==> src/verilog/awsc_consts.vh <==
// constants for the area wait-state control block
`ifndef AWSC_CONSTS_VH
`define AWSC_CONSTS_VH
// ==========================================
// register byte offsets
`define AWSC_OFS_UPPER_WAIT   12'h000
`define AWSC_OFS_LOWER_WAIT   12'h004
`define AWSC_OFS_ACCESS_STATE 12'h008
`define AWSC_OFS_STATUS       12'h00C
// ==========================================
// field layout and reset values
`define AWSC_WMASK            16'h7777
`define AWSC_WAIT_RESET       16'h7777
`define AWSC_AST_POS          8
`define AWSC_AST_RESET        8'hFF
`define AWSC_FIELD_W          3
`define AWSC_BASE_STATES      3'h2
// last base-state index of a 2-state and of a 3-state access
`define AWSC_LAST_T_TWO       2'b10
`define AWSC_LAST_T_THREE     2'b11
`endif

==> src/verilog/awsc_top.v <==
// area wait-state control: register bank on AHB-Lite plus per-area wait selection
//
// The placing of the registers and the AHB-Lite interface to the registers were decided locally.
`timescale 1ns/1ps
`include "awsc_consts.vh"
module awsc_top (
   input  wire        hclk,
   input  wire        hresetn,
   input  wire        hsel,
   input  wire [11:0] haddr,
   input  wire [1:0]  htrans,
   input  wire        hwrite,
   input  wire [2:0]  hsize,
   input  wire [31:0] hwdata,
   input  wire        hready,
   output wire        hreadyout,
   output wire        hresp,
   output reg  [31:0] hrdata,
   input  wire        ext_req,
   input  wire [2:0]  ext_area,
   output wire        ext_busy,
   output wire        ext_done,
   output wire [2:0]  ext_wait_count,
   output wire        ext_three_state,
   output wire [3:0]  ext_states
);
   // ==========================================
   // registers
   reg [15:0] upper_area_wait_count_r;
   reg [15:0] lower_area_wait_count_r;
   reg [7:0]  access_state_control_r;
   reg        wr_pend_r;
   reg [11:0] wr_addr_r;
   reg        rd_pend_r;
   reg [11:0] rd_addr_r;
   reg [7:0]  last_area_r;
   wire       seq_busy;
   wire       seq_done;
   wire [3:0] seq_states;
   wire       take = hsel & hready & htrans[1];
   // ==========================================
   // AHB-Lite slave: zero wait states, always OKAY
   assign hreadyout = 1'b1;
   assign hresp     = 1'b0;
   always @(posedge hclk or negedge hresetn) begin
      if (!hresetn) begin
         wr_pend_r <= 1'b0;
         rd_pend_r <= 1'b0;
         wr_addr_r <= 12'h000;
         rd_addr_r <= 12'h000;
      end else begin
         wr_pend_r <= take & hwrite;
         rd_pend_r <= take & ~hwrite;
         if (take) begin
            wr_addr_r <= haddr;
            rd_addr_r <= haddr;
         end
      end
   end
   always @(posedge hclk or negedge hresetn) begin
      if (!hresetn) begin
         upper_area_wait_count_r <= `AWSC_WAIT_RESET;
         lower_area_wait_count_r <= `AWSC_WAIT_RESET;
         access_state_control_r  <= `AWSC_AST_RESET;
      end else if (wr_pend_r) begin
         case (wr_addr_r)
            `AWSC_OFS_UPPER_WAIT:
               upper_area_wait_count_r <= hwdata[15:0] & `AWSC_WMASK;
            `AWSC_OFS_LOWER_WAIT:
               lower_area_wait_count_r <= hwdata[15:0] & `AWSC_WMASK;
            `AWSC_OFS_ACCESS_STATE:
               access_state_control_r  <= hwdata[15:8];
            default: ;
         endcase
      end
   end
   // forward a write just completing so back-to-back write then read sees it
   wire fw_u = wr_pend_r & (wr_addr_r == `AWSC_OFS_UPPER_WAIT);
   wire fw_l = wr_pend_r & (wr_addr_r == `AWSC_OFS_LOWER_WAIT);
   wire fw_a = wr_pend_r & (wr_addr_r == `AWSC_OFS_ACCESS_STATE);
   wire [15:0] upper_area_wait_count_r_fw = fw_u ? (hwdata[15:0] & `AWSC_WMASK)
                                                 : upper_area_wait_count_r;
   wire [15:0] lower_area_wait_count_r_fw = fw_l ? (hwdata[15:0] & `AWSC_WMASK)
                                                 : lower_area_wait_count_r;
   wire [7:0]  access_state_control_fw   = fw_a ? hwdata[15:8] : access_state_control_r;
   // read data is registered from haddr at the edge that ends the address phase, so it is valid in the data phase
   always @(posedge hclk or negedge hresetn) begin
      if (!hresetn) begin
         hrdata <= 32'h0000_0000;
      end else if (take & ~hwrite) begin
         case (haddr)
            `AWSC_OFS_UPPER_WAIT:
               hrdata <= {16'h0000, upper_area_wait_count_r_fw};
            `AWSC_OFS_LOWER_WAIT:
               hrdata <= {16'h0000, lower_area_wait_count_r_fw};
            `AWSC_OFS_ACCESS_STATE:
               hrdata <= {16'h0000, access_state_control_fw, 8'h00};
            `AWSC_OFS_STATUS:
               hrdata <= {12'h000, seq_states, last_area_r, 3'b000, seq_busy, 4'h0};
            default:
               hrdata <= 32'h0000_0000;
         endcase
      end
   end
   // ==========================================
   // per-area field selection
   wire [31:0] all_waits = {upper_area_wait_count_r, lower_area_wait_count_r};
   wire [23:0] area_wait;
   genvar gi;
   generate
      for (gi = 0; gi < 8; gi = gi + 1) begin : g_area
         assign area_wait[gi*3 +: 3] = all_waits[gi*4 +: 3];
      end
   endgenerate
   assign ext_wait_count  = area_wait[ext_area*3 +: 3];
   assign ext_three_state = access_state_control_r[ext_area];
   // ==========================================
   // access sequencing
   always @(posedge hclk or negedge hresetn) begin
      if (!hresetn) begin
         last_area_r <= 8'h00;
      end else if (ext_req & ~seq_busy) begin
         last_area_r <= 8'h01 << ext_area;
      end
   end
   awsc_access_seq u_seq (
      .hclk        (hclk),
      .hresetn     (hresetn),
      .start       (ext_req & ~seq_busy),
      .three_state (ext_three_state),
      .wait_count  (ext_wait_count),
      .busy        (seq_busy),
      .done_r      (seq_done),
      .states_r    (seq_states)
   );
   assign ext_busy   = seq_busy;
   assign ext_done   = seq_done;
   assign ext_states = seq_states;
endmodule // awsc_top

==> src/verilog/awsc_access_seq.v <==
// access sequencer: 2-state external access, or 3-state external access with program waits
`timescale 1ns/1ps
`include "awsc_consts.vh"
module awsc_access_seq (
   input  wire       hclk,
   input  wire       hresetn,
   input  wire       start,
   input  wire       three_state,
   input  wire [2:0] wait_count,
   output wire       busy,
   output reg        done_r,
   output reg  [3:0] states_r
);
   // ==========================================
   // state machine
   localparam ST_IDLE = 2'b00;
   localparam ST_T    = 2'b01;
   localparam ST_WAIT = 2'b10;
   reg [1:0] state_r;
   reg [1:0] tcnt_r;
   reg [2:0] wcnt_r;
   reg       three_r;
   reg [3:0] scnt_r;
   assign busy = (state_r != ST_IDLE);
   always @(posedge hclk or negedge hresetn) begin
      if (!hresetn) begin
         state_r  <= ST_IDLE;
         tcnt_r   <= 2'b00;
         wcnt_r   <= 3'b000;
         three_r  <= 1'b0;
         scnt_r   <= 4'h0;
         done_r   <= 1'b0;
         states_r <= 4'h0;
      end else begin
         done_r <= 1'b0;
         case (state_r)
            ST_IDLE: begin
               if (start) begin
                  // latched once per access, so later writes wait for the next one
                  three_r <= three_state;
                  wcnt_r  <= three_state ? wait_count : 3'b000;
                  tcnt_r  <= 2'b01;
                  scnt_r  <= 4'h1;
                  state_r <= ST_T;
               end
            end
            ST_T: begin
               scnt_r <= scnt_r + 4'h1;
               if (tcnt_r == (three_r ? `AWSC_LAST_T_THREE : `AWSC_LAST_T_TWO)) begin
                  if (wcnt_r != 3'b000) begin
                     state_r <= ST_WAIT;
                  end else begin
                     state_r  <= ST_IDLE;
                     done_r   <= 1'b1;
                     states_r <= scnt_r;
                  end
               end else begin
                  tcnt_r <= tcnt_r + 2'b01;
               end
            end
            ST_WAIT: begin
               wcnt_r <= wcnt_r - 3'b001;
               if (wcnt_r == 3'b001) begin
                  state_r  <= ST_IDLE;
                  done_r   <= 1'b1;
                  states_r <= scnt_r;
               end else begin
                  scnt_r <= scnt_r + 4'h1;
               end
            end
            default: state_r <= ST_IDLE;
         endcase
      end
   end
endmodule // awsc_access_seq

==> config.mk <==
export PLATFORM = sky130hd
export DESIGN_NAME = awsc_top
export DESIGN_NICKNAME = d
export VERILOG_FILES = /design/src/verilog/awsc_top.v /design/src/verilog/awsc_access_seq.v
export VERILOG_INCLUDE_DIRS = /design/src /design/src/verilog
export SDC_FILE = /design/constraint.sdc
export NUM_CORES = 1
export LEC_CHECK = 0
export BUFFER_PORTS_ARGS = -buffer_cell sky130_fd_sc_hd__buf_2
export CAP_MARGIN = 15
export CORE_ASPECT_RATIO = 2
export CORE_MARGIN = 2
export CORE_UTILIZATION = 45
export DETAILED_ROUTE_END_ITERATION = 16
export GPL_TIMING_DRIVEN = 1
export PLACE_DENSITY = 0.68
export SLEW_MARGIN = 15
export SYNTH_ARGS = -nofsm -noshare
export SYNTH_HDL_FRONTEND = slang
export SYNTH_HIERARCHICAL = 1
export SYNTH_SLANG_ARGS = --single-unit
==> constraint.sdc <==
create_clock -name hclk -period 2.77 [get_ports hclk]
set_input_delay 0.1385 -clock hclk [delete_from_list [all_inputs] [get_ports hclk]]
set_output_delay 0.1385 -clock hclk [all_outputs]
set_load 0.005 [all_outputs]
Word level (Yosys, flattened, before mapping)

Cells that the tools add are included.

Bits in registers: 102
Bits in latches: 0
RAM bits: 0
Bits in read-only memories: 0
Input bits: 58
Word-level logic and storage cells: 92
Memories: 0

Add/subtract/negate cells: 3
$mul: 1
Divide/modulo/power cells: 0
Order comparisons: 1
Equal/unequal tests: 15
Shift operators: 2
Muxes and demuxes: 28
Bitwise operators: 10
Reduce and logical (&&, ||, !) cells: 18

Operators with widths:

| kind                                                                    | count |
|---|---|
| 20-bit case mux with 4 select lines                                     | 1 |
| 12-bit by 4-bit equality test with 1-bit output (second input constant) | 3 |
| 15-bit 2-to-1 mux                                                       | 2 |
| 12-bit by 3-bit equality test with 1-bit output (second input constant) | 2 |
| 12-bit logical NOT                                                      | 2 |
| 24-bit by 6-bit indexed part select with 3-bit output                   | 1 |
| 4-bit 2-to-1 mux                                                        | 5 |
| 4-bit case mux with 3 select lines                                      | 1 |
| 2-bit 2-to-1 mux                                                        | 5 |
| 2-bit AND reduction                                                     | 5 |
| 3-bit AND reduction                                                     | 3 |
| 1-bit AND                                                               | 8 |
| 8-bit 2-to-1 mux                                                        | 1 |
| 4-bit case mux with 2 select lines                                      | 1 |
| 2-bit nonzero test                                                      | 4 |
| 1-bit by 3-bit left shift with 8-bit output (first input constant)      | 1 |
| 3-bit 2-to-1 mux                                                        | 2 |
| 2-bit by 1-bit != test with 1-bit output (second input constant)        | 3 |
| 2-bit != test (second input constant)                                   | 3 |
| 2-bit case mux with 3 select lines                                      | 1 |
| 3-bit case mux with 2 select lines                                      | 1 |
| 3-bit nonzero test                                                      | 2 |
| 3-bit by 2-bit multiplier with 5-bit output (second input constant)     | 1 |
| 1-bit 2-to-1 mux                                                        | 5 |
| 14 further kinds                                                        | 15 |

Logic depth before layout (Yosys ltp)

Gate-level depths: netlist (run 1).

Word-level depth: 5
Depth in mapped cells: 10
Gate-level depth less buffers: 9

By module

Netlist (run 1), hierarchy kept.

Modules (own cells, without submodules):

| module          | times used | cells each | area each (µm²) |
|---|---|---|---|
| awsc_top        | 1          | 272        | 3460.8 |
| awsc_access_seq | 1          | 97         | 1003.5 |

Worst setup path before layout (run 1)

OpenSTA, ideal clock, no wires.

Kind: reg-to-reg
Start: reg u_seq.state_r[0]
End: reg u_seq.wcnt_r[0]
Library setup time: 0.125 ns
Arrival: 2.239 ns
Setup slack: 0.407 ns
Cell stages (with the launch flop): 10
Path buffers: 1
Clock period less this slack: 2.363 ns
Cells stage by stage: dfrtp_1 -> inv_1 -> ha_1 -> inv_1 -> nand2b_1 -> clkbuf_1 -> inv_1 -> nand2_1 -> a21boi_0 -> mux2_2

Word-level cells in the longest chain between the ends: 5
Elaborated cells between the ends (all ways): 9

RTL lines:

| what                                                      | line                 | RTL |
|---|---|---|
| from (decl)                                               | awsc_access_seq.v:19 | `reg [1:0] state_r;` |
| from (signal assigned)                                    | awsc_access_seq.v:27 | `state_r <= ST_IDLE;` |
| from (signal assigned)                                    | awsc_access_seq.v:44 | `state_r <= ST_T;` |
| from (signal assigned)                                    | awsc_access_seq.v:51 | `state_r <= ST_WAIT;` |
| 2-bit nonzero test                                        | awsc_access_seq.v:24 | `assign busy = (state_r != ST_IDLE);` |
| named net ext_busy                                        | awsc_top.v:21        | `output wire ext_busy,` |
| 1-bit NOT                                                 | awsc_top.v:129       | `.start (ext_req & ~seq_busy),` |
| 1-bit AND                                                 | awsc_top.v:129       |  |
| 2-bit by 1-bit != test with 1-bit output (no source line) | n/a                  |  |
| 2-bit AND reduction (no source line)                      | n/a                  |  |
| to (signal assigned)                                      | awsc_access_seq.v:41 | `wcnt_r <= three_state ? wait_count : 3'b000;` |
| to (signal assigned)                                      | awsc_access_seq.v:62 | `wcnt_r <= wcnt_r - 3'b001;` |
| to (decl)                                                 | awsc_access_seq.v:21 | `reg [2:0] wcnt_r;` |

The timed path passes the listed nets, and every way through them passes these cells.
A chain may end at the register's enable or synchronous reset.

Worst setup path after layout (run 1)

Start: reg u_seq.state_r[0]
End: reg u_seq.wcnt_r[1]

Word-level cells in the longest chain between the ends: 5
Elaborated cells between the ends (all ways): 9

RTL lines:

| what                                                      | line |
|---|---|
| 2-bit nonzero test                                        | awsc_access_seq.v:24 |
| 1-bit NOT                                                 | awsc_top.v:129 |
| 1-bit AND                                                 | awsc_top.v:129 |
| 2-bit by 1-bit != test with 1-bit output (no source line) | n/a |
| 2-bit AND reduction (no source line)                      | n/a |

Parallel ways exist; a longest one is shown, timed or not.

==> results of run 1 <==
[logic make-up after synthesis]
kind of cell	after synthesis	share of synthesized area (%)
AO/OA/AOI/OAI	50	8.773
buffers and inverters	44	5.185
other	2	0.1682
adder cells (fa/ha/maj)	8	2.242
XOR/XNOR	1	0.3644
AND/OR/NAND/NOR	113	14.99
multiplexers	63	18.05
flip-flops	88	50.22
[worst paths after layout]
check,startpoint,endpoint,slack [ns],depth (start not counted)
max,u_seq/state_r[0],u_seq/wcnt_r[1],0.43,8
min,hwrite,wr_pend_r,0.02,3
max reg2reg,u_seq/state_r[0],u_seq/wcnt_r[1],0.43,8
min reg2reg,hrdata[2],hrdata[2],0.48,2
max in group asynchronous,hresetn,access_state_control_r[5],1.65,4
min in group asynchronous,hresetn,hrdata[2],0.29,2
[cell type report]
| class | count | area (um^2) |
|---|---|---|
| fill | 888 | 4477 |
| clock buffer | 12 | 256.5 |
| tap | 132 | 165.2 |
| timing repair buffer | 73 | 415.4 |
| clock inverter | 4 | 51.30 |
| multi-input combinational | 251 | 2043 |
| inverter | 13 | 48.80 |
| sequential | 88 | 2242 |
[cell usage after synthesis (2+ instances only)]
master	number
nand4b_1	3
a31oi_1	3
clkbuf_1	9
nor2b_1	3
mux2_1	3
nand2b_1	9
o21a_1	2
conb_1	2
o2bb2ai_1	5
dfstp_2	32
nand3b_1	2
inv_1	13
buf_4	17
dfrtp_1	56
nor4_4	3
mux2_4	2
o21ai_0	5
o211ai_1	5
nor3b_1	3
buf_2	2
nor2_1	5
ha_1	8
a32o_1	4
o31ai_1	2
mux4_2	8
a22o_1	9
nor3_2	2
nand3_1	32
nand2_1	37
mux2_2	49
nand4_1	2
a211o_1	2
buf_1	3
a21oi_1	5
[flip-flops by register name, summed over array words and instances (netlist names)]
signal / flops
access_state_control_r: 8
hrdata: 18
last_area_r: 8
lower_area_wait_count_r: 12
u_seq/done_r: 1
u_seq/scnt_r: 4
u_seq/state_r: 2
u_seq/states_r: 4
u_seq/tcnt_r: 2
u_seq/three_r: 1
u_seq/wcnt_r: 3
upper_area_wait_count_r: 12
wr_addr_r: 12
wr_pend_r: 1
[power by group]
group | switching [uW] | internal (uW)
Sequential | 168 | 1500
Clock | 493 | 750
Combinational | 470 | 406
Total | 1130 | 2650
[per-layer routing]
metal	wire length, um	up-vias	share of wire (%)	track usage, %
met2	5886	92	57	38.33
met5	0	-	0	0
met4	399	0	3.9	11.47
li1	-	1446	-	-
met1	3588	1582	35	20.75
met3	390	28	3.8	3.255
[worst max-delay path, stage by stage (launching register included)]
cell      delay, ns
dfrtp_1        0.41
inv_1          0.08
ha_1           0.28
inv_1          0.17
nand2b_1       0.17
inv_1          0.12
nand2_1        0.13
a21boi_0       0.47
mux2_2         0.39
[stage by stage]
step	power [uW]	cell area, um^2	utilization (%)	worst slack [ns]
finish	3786	5223	53.84	0.4336
global route	3989	5223	53.84	0.1904
CTS	3810	5185	53.46	0.4274
detailed placement	2559	4877	50.28	0.4434
global placement	2514	4877	50.28	0.4921
floorplan	2284	4517	-	0.4065
[timing repair]
action,CTS,global route
hold buffers,0,1
gates resized for setup,0,0
hold endpoints to repair,0,20
==> results.sh, run 1 <==
export IMPL_status="completed"
export IMPL_grt_pass1_wl_mm=16.50
export IMPL_port_buffers=63
export IMPL_ctsRootBufferMaster="clkbuf_16"
export IMPL_start_util_pct=46.03
export IMPL_power_density_nw_per_um2=725.0
export IMPL_rsz0062_at_grt="no"
export IMPL_max_cap_violations=0
export IMPL_place_congestion=0.8521
export IMPL_fmax_mhz=428.0
export IMPL_maxSlewViolCount=0
export IMPL_dp_hpwl_mm=7.638
export IMPL_end_kind="flip-flop"
export IMPL_ys_seq_area_share_pct=50.22
export IMPL_synth_edff_count=0
export IMPL_drive_gt1_share_pct=43.31
export IMPL_final_hold_viol_count=0
export IMPL_yosysUniqueCellTypes=56
export IMPL_maxSlewHeadroom_pct=38.65
export IMPL_cts_tree="built"
export IMPL_die_height_um=144.9
export IMPL_setup_viol=0
export IMPL_first_pass_iters=4
export IMPL_final_setup_tns_ns=0
export IMPL_n_antenna_cell=0
export IMPL_yosysTopAreaCell="dfrtp_1"
export IMPL_critPathRequiredTime_ns=2.99
export IMPL_drt_iter0_drc=141
export IMPL_coreArea_um2=9699
export IMPL_p_leak_uw=0.002406
export IMPL_drtAntennaViolNets=0
export IMPL_rows=51
export IMPL_layout_common_cells="buf_2 (62), dfrtp_1 (56), mux2_2 (49)"
export IMPL_synth_seq_cells=88
export IMPL_grt_pass1_vias=3414
export IMPL_yosysWarnings=6
export IMPL_place_inst=555
export IMPL_wl_per_cell_um=17.91
export IMPL_die_area_um2=10780
export IMPL_postCtsSetupBuffers=0
export IMPL_synth_area_um2=4464
export IMPL_synth_async_reset_ratio_pct=100.0
export IMPL_tightest_slew_ns=0.9169
export IMPL_hold_class="in -> reg"
export IMPL_htree_levels=3
export IMPL_start_kind="flip-flop"
export IMPL_io_pin_count=102
export IMPL_syn_inst=369
export IMPL_syn2layout_area_growth_pct=16.98
export IMPL_ir_drop_uv=431.0
export IMPL_clk_pin_slew_ns=0.06
export IMPL_layout_commonest_cell="buf_2"
export IMPL_totalWireLength_mm=10.27
export IMPL_num_vias=3148
export IMPL_stdcell_count=573
export IMPL_fin_crit_ns=2.336
export IMPL_post_route_drc_count=0
export IMPL_clock_latency_ns=0.34
export IMPL_grt_max_degree=83
export IMPL_viasPerCell=5.494
export IMPL_layout_nets=502
export IMPL_grt_usage_pct=20.56
export IMPL_timing_hold_ws_ns=0.02272
export IMPL_fin_worst_skew_ns=0.01014
export IMPL_crit_type="reg -> reg"
export IMPL_cts_made_buffers=9
export IMPL_path_max_fanout=6
export IMPL_synth_top_area_share_pct=31.39
export IMPL_grt_overflow=0
export IMPL_arrival_ns=2.55
export IMPL_postSynthAreaPerCell_um2=12.10
export IMPL_antenna_found_initial=0
export IMPL_cts_path_max_buffers=2
export IMPL_synth_ff_type="dfrtp_1"
export IMPL_cts_sinks=88
export IMPL_synth_area_leaders="dfrtp_1 (31%), dfstp_2 (19%), mux2_2 (12%)"
export IMPL_chipWidth_um=74.43
export IMPL_finalCritPeriodShare_pct=84.34
(Power assumes the default switching activity.)
==> inputs of run 2 (changes only) <==
==> constraint.sdc (replaced) <==
create_clock -name hclk -period 2.2 [get_ports hclk]
set_input_delay 0.11 -clock hclk [delete_from_list [all_inputs] [get_ports hclk]]
set_output_delay 0.11 -clock hclk [all_outputs]
set_load 0.005 [all_outputs]
==> results.sh, run 2 (same netlist as run 1, synthesis figures left out) <==
export IMPL_postCtsSetupBuffers=0
export IMPL_worst_r2r_cell_count=5
export IMPL_clock_latency_ns=0.34
export IMPL_status="completed"
export IMPL_wl_per_cell_um=17.29
export IMPL_tightest_slew_ns=0.5823
export IMPL_top_register="hrdata"
export IMPL_dp_hpwl_mm=7.431
export IMPL_rows=51
export IMPL_fillCellCount=875
export IMPL_clk_pin_slew_ns=0.06
export IMPL_crit_chain="nor4_4 > nand4_4 > mux2_4 > mux2_2 > a211o_1"
export IMPL_start_kind="flip-flop"
export IMPL_finalCritPeriodShare_pct=91.17
export IMPL_power_uw=4789
export IMPL_fin_worst_skew_ns=0.005676
export IMPL_largest_reg_flops=18
export IMPL_grt_pass1_vias=3375
export IMPL_drtAntennaViolNets=0
export IMPL_reg2reg_to="hrdata[12]"
export IMPL_power_density_nw_per_um2=910.9
export IMPL_die_area_um2=10780
export IMPL_n_antenna_cell=0
export IMPL_seq_area_um2=2242
export IMPL_first_pass_iters=4
export IMPL_arrival_ns=2.24
export IMPL_antenna_found_initial=0
export IMPL_final_setup_tns_ns=0
export IMPL_syn2layout_area_growth_pct=17.77
export IMPL_grt_pass1_wl_mm=16.41
export IMPL_post_route_drc_count=0
export IMPL_cts_path_max_buffers=2
export IMPL_drive_gt1_share_pct=44.07
export IMPL_fin_crit_ns=2.006
export IMPL_htree_levels=3
export IMPL_ir_drop_uv=563.7
export IMPL_maxSlewViolCount=0
export IMPL_multi_input_area_um2=2047
export IMPL_max_cap_violations=0
export IMPL_totalWireLength_mm=10.01
export IMPL_slowest_delay_ns=0.43
export IMPL_maxSlewHeadroom_pct=61.07
export IMPL_path_max_fanout=4
export IMPL_post_route_util_pct=54.21
export IMPL_p_leak_uw=0.002429
export IMPL_r2r_start="wr_addr_r[5]"
export IMPL_layout_common_cells="buf_2 (62), dfrtp_1 (56), mux2_2 (49)"
export IMPL_crit_end="hrdata[12]"
export IMPL_layout_nets=508
export IMPL_num_vias=3155
export IMPL_layout_commonest_cell="buf_2"
export IMPL_timing_hold_ws_ns=0.01145
export IMPL_crit_start="wr_addr_r[5]"
export IMPL_critPathRequiredTime_ns=2.43
export IMPL_crit_type="reg -> reg"
export IMPL_chipWidth_um=74.43
export IMPL_ctsRootBufferMaster="clkbuf_16"
export IMPL_grt_overflow=0
export IMPL_final_hold_viol_count=0
export IMPL_die_height_um=144.9
export IMPL_grt_max_degree=79
export IMPL_io_pin_count=102
export IMPL_hold_class="in -> reg"
export IMPL_crit_slowest_cell="nor4_4"
export IMPL_setup_viol=0
export IMPL_viasPerCell=5.449
export IMPL_final_area_um2=5258
export IMPL_cts_made_buffers=9
export IMPL_fmax_mhz=498.6
export IMPL_rsz0062_at_grt="no"
export IMPL_grt_usage_pct=20.37
export IMPL_end_kind="flip-flop"
export IMPL_start_util_pct=46.03
export IMPL_placed_area_um2=4935
export IMPL_regToRegSetupSlack_ns=0.19
export IMPL_cts_sinks=88
export IMPL_place_congestion=0.8708
export IMPL_cts_tree="built"
export IMPL_port_buffers=63
export IMPL_coreArea_um2=9699
export IMPL_drt_iter0_drc=146
run 2: metrics by stage:
stage                     setup WS, ns  std cells
after floorplan                0.05527        383
after global placement          0.2258        561
after detailed placement        0.1587        561
after CTS                       0.1447        579
after global routing           0.04533        579
final                           0.1943        579
run 2: worst min path at each step:
stage | from | end | slack, ns | depth (start not counted)
detailed placement | hresetn | hrdata[6] | -0.04 | 1
finish | haddr[4] | wr_addr_r[4] | 0.01 | 2
floorplan | hresetn | hrdata[0] | -0.19 | 0
global placement | hresetn | hrdata[6] | -0.05 | 1
global route | haddr[10] | wr_addr_r[10] | 0.02 | 2
CTS | haddr[0] | wr_addr_r[0] | 0.008 | 2
run 2: cell type report:
type | count | area share, %
clock inverters | 5 | 1.071
multi-input cells | 251 | 38.93
inverters | 13 | 0.9281
clock buffers | 11 | 4.617
flip-flops and latches | 88 | 42.65
well taps | 132 | 3.141
repair buffers | 79 | 8.663
run 2: per-layer routing:
| metal | vias up | routed length (um) | GRT usage (%) |
|---|---|---|---|
| met5 | - | 0 | 0 |
| met2 | 82 | 5606 | 37.21 |
| met4 | 0 | 424 | 10.62 |
| met1 | 1584 | 3690 | 21.49 |
| met3 | 35 | 288 | 3.463 |
| li1 | 1454 | - | - |
run 2: critical path: cells and delay by family (launching register included):
kind | cells | cell delay (ns)
simple gates | 2 | 0.60
flops | 1 | 0.40
compound gates | 1 | 0.29
mux | 2 | 0.60
run 2: timing repair:
item                                    CTS  global route
hold buffers                              2             0
endpoints found under the setup margin    0             2
gates resized for setup                   0             1
hold endpoints to repair                 63             0
run 2: report_power, final:
part           switching (uW)  internal, uW  total (uW)
combinational             596           541        1140
sequential                212          1890        2100
clock                     643           912        1550
==> inputs of run 3 (changes only) <==
--- a/config.mk
+++ b/config.mk
@@ -14,6 +14,7 @@
 export DETAILED_ROUTE_END_ITERATION = 16
 export GPL_TIMING_DRIVEN = 1
 export PLACE_DENSITY = 0.68
+export REMOVE_ABC_BUFFERS = 1
 export SLEW_MARGIN = 15
 export SYNTH_ARGS = -nofsm -noshare
 export SYNTH_HDL_FRONTEND = slang
==> results.sh, run 3 (same netlist as run 1, synthesis figures left out) <==
export IMPL_p_int_uw=3416
export IMPL_start_util_pct=46.03
export IMPL_regToRegSetupSlack_ns=0.12
export IMPL_chipWidth_um=74.43
export IMPL_n_antenna_cell=0
export IMPL_crit_type="reg -> reg"
export IMPL_largest_reg_flops=18
export IMPL_num_vias=3201
export IMPL_p_leak_uw=0.002434
export IMPL_grt_pass1_wl_mm=16.28
export IMPL_first_pass_iters=4
export IMPL_max_cap_violations=0
export IMPL_fin_worst_skew_ns=0.008495
export IMPL_htree_levels=3
export IMPL_tightest_slew_ns=0.6158
export IMPL_antenna_found_initial=0
export IMPL_drtAntennaViolNets=0
export IMPL_seqPwrFrac_pct=43.4
export IMPL_hold_class="in -> reg"
export IMPL_clock_latency_ns=0.34
export IMPL_totalWireLength_mm=10.26
export IMPL_power_share_clock_pct=33.0
export IMPL_ctsRootBufferMaster="clkbuf_16"
export IMPL_port_buffers=63
export IMPL_top_register="hrdata"
export IMPL_grt_max_degree=43
export IMPL_start_kind="flip-flop"
export IMPL_final_hold_viol_count=0
export IMPL_p_comb_share_pct=23.5
export IMPL_power_switching_uw=1402
export IMPL_fin_crit_ns=2.084
export IMPL_post_route_util_pct=54.30
export IMPL_coreArea_um2=9699
export IMPL_drt_iter0_drc=154
export IMPL_cts_tree="built"
export IMPL_rows=51
export IMPL_cts_path_max_buffers=2
export IMPL_wl_per_cell_um=17.75
export IMPL_setup_viol=0
export IMPL_power_density_nw_per_um2=914.8
export IMPL_place_congestion=0.8154
export IMPL_viasPerCell=5.538
export IMPL_drive_gt1_share_pct=43.72
export IMPL_clk_pin_slew_ns=0.07
export IMPL_syn2layout_area_growth_pct=17.97
export IMPL_p_sw_share_pct=29.09
export IMPL_status="completed"
export IMPL_path_max_fanout=6
export IMPL_post_route_drc_count=0
export IMPL_critPathRequiredTime_ns=2.42
export IMPL_finalCritPeriodShare_pct=94.72
export IMPL_grt_overflow=0
export IMPL_layout_common_cells="buf_2 (62), dfrtp_1 (56), mux2_2 (49)"
export IMPL_power_uw=4818
export IMPL_arrival_ns=2.30
export IMPL_maxSlewHeadroom_pct=58.83
export IMPL_layout_commonest_cell="buf_2"
export IMPL_cts_sinks=88
export IMPL_io_pin_count=102
export IMPL_end_kind="flip-flop"
export IMPL_fmax_mhz=479.9
export IMPL_die_area_um2=10780
export IMPL_fillCellCount=888
export IMPL_grt_usage_pct=20.50
export IMPL_ir_drop_uv=634.3
export IMPL_grt_pass1_vias=3212
export IMPL_layout_nets=507
export IMPL_die_height_um=144.9
export IMPL_cts_made_buffers=9
export IMPL_maxSlewViolCount=0
export IMPL_rsz0062_at_grt="no"
export IMPL_dp_hpwl_mm=7.701
run 3: cell count changes in the layout (fill, tap and decap cells not counted):
cell | before | now
clkinv_4 | 0 | 1
clkinv_2 | 2 | 3
buf_4 | 14 | 13
nor3_4 | 0 | 1
inv_6 | 1 | 0
a21boi_0 | 0 | 1
clkbuf_8 | 1 | 0
nor3_2 | 2 | 1
clkinvlp_4 | 1 | 0
a21boi_2 | 1 | 0
bufinv_16 | 1 | 2
run 3: worst paths after layout:
| check | start | endpoint | cells after the start |
|---|---|---|---|
| max | u_seq/state_r[1] | u_seq/wcnt_r[1] | 9 |
| max in group asynchronous | hresetn | access_state_control_r[3] | 3 |
| max reg2reg | u_seq/state_r[1] | u_seq/wcnt_r[1] | 9 |
| min | haddr[4] | wr_addr_r[4] | 2 |
| min reg2reg | hrdata[1] | hrdata[1] | 2 |
| min in group asynchronous | hresetn | u_seq/scnt_r[3] | 2 |
run 3: stage by stage:
step | instance area, um^2 | setup slack [ns] | hold slack [ns] | cells | TNS, ns
after CTS | 5260 | 0.07860 | 0.005545 | 578 | 0
after global placement | 4927 | 0.1433 | 0.1279 | 560 | 0
after floorplan | 4334 | -0.05628 | -0.1856 | 352 | -0.1140
after global routing | 5266 | 0.009478 | 0.01430 | 578 | 0
after detailed placement | 4927 | 0.1011 | 0.1351 | 560 | 0
final | 5266 | 0.1162 | 0.01429 | 578 | 0
run 3: final cells by class:
| type | instances | area, um^2 | share of cell area (%) |
|---|---|---|---|
| clock buffers | 10 | 229.0 | 4.348 |
| clock inverters | 6 | 83.83 | 1.592 |
| inverters | 13 | 48.80 | 0.9266 |
| multi-input cells | 251 | 2049 | 38.92 |
| flip-flops and latches | 88 | 2242 | 42.58 |
| well taps | 132 | 165.2 | 3.136 |
| repair buffers | 78 | 447.9 | 8.506 |
run 3: critical path: stages (launching register included):
cell,delay [ns]
dfrtp_1,0.43
inv_1,0.10
ha_1,0.27
inv_1,0.10
nand2b_1,0.13
inv_1,0.10
nand2_1,0.14
a21boi_0,0.21
buf_4,0.17
mux2_2,0.33
run 3: per-layer routing:
layer	GRT usage [%]	share of wire, %	vias to the layer above
met5	0	0	-
met4	8.365	2.4	0
met3	4.363	4.8	19
met2	37.03	56	94
met1	22.59	37	1628
li1	-	-	1460
run 3: timing repair:
action / in CTS / in global routing
resized for setup: 0 / 1
setup endpoints to repair: 0 / 4
buffers inserted: 0 / 0
hold buffers: 2 / 0
endpoints found under the hold margin: 24 / 0
run 3: power by group through the flow:
stage | registers, uW | clock network [uW] | logic (uW)
after floorplan | 2070 | 0 | 771
after global placement | 2110 | 0 | 1090
after detailed placement | 2120 | 0 | 1130
after CTS | 2090 | 1630 | 1130
after global routing | 2130 | 1690 | 1260
final | 2090 | 1590 | 1130
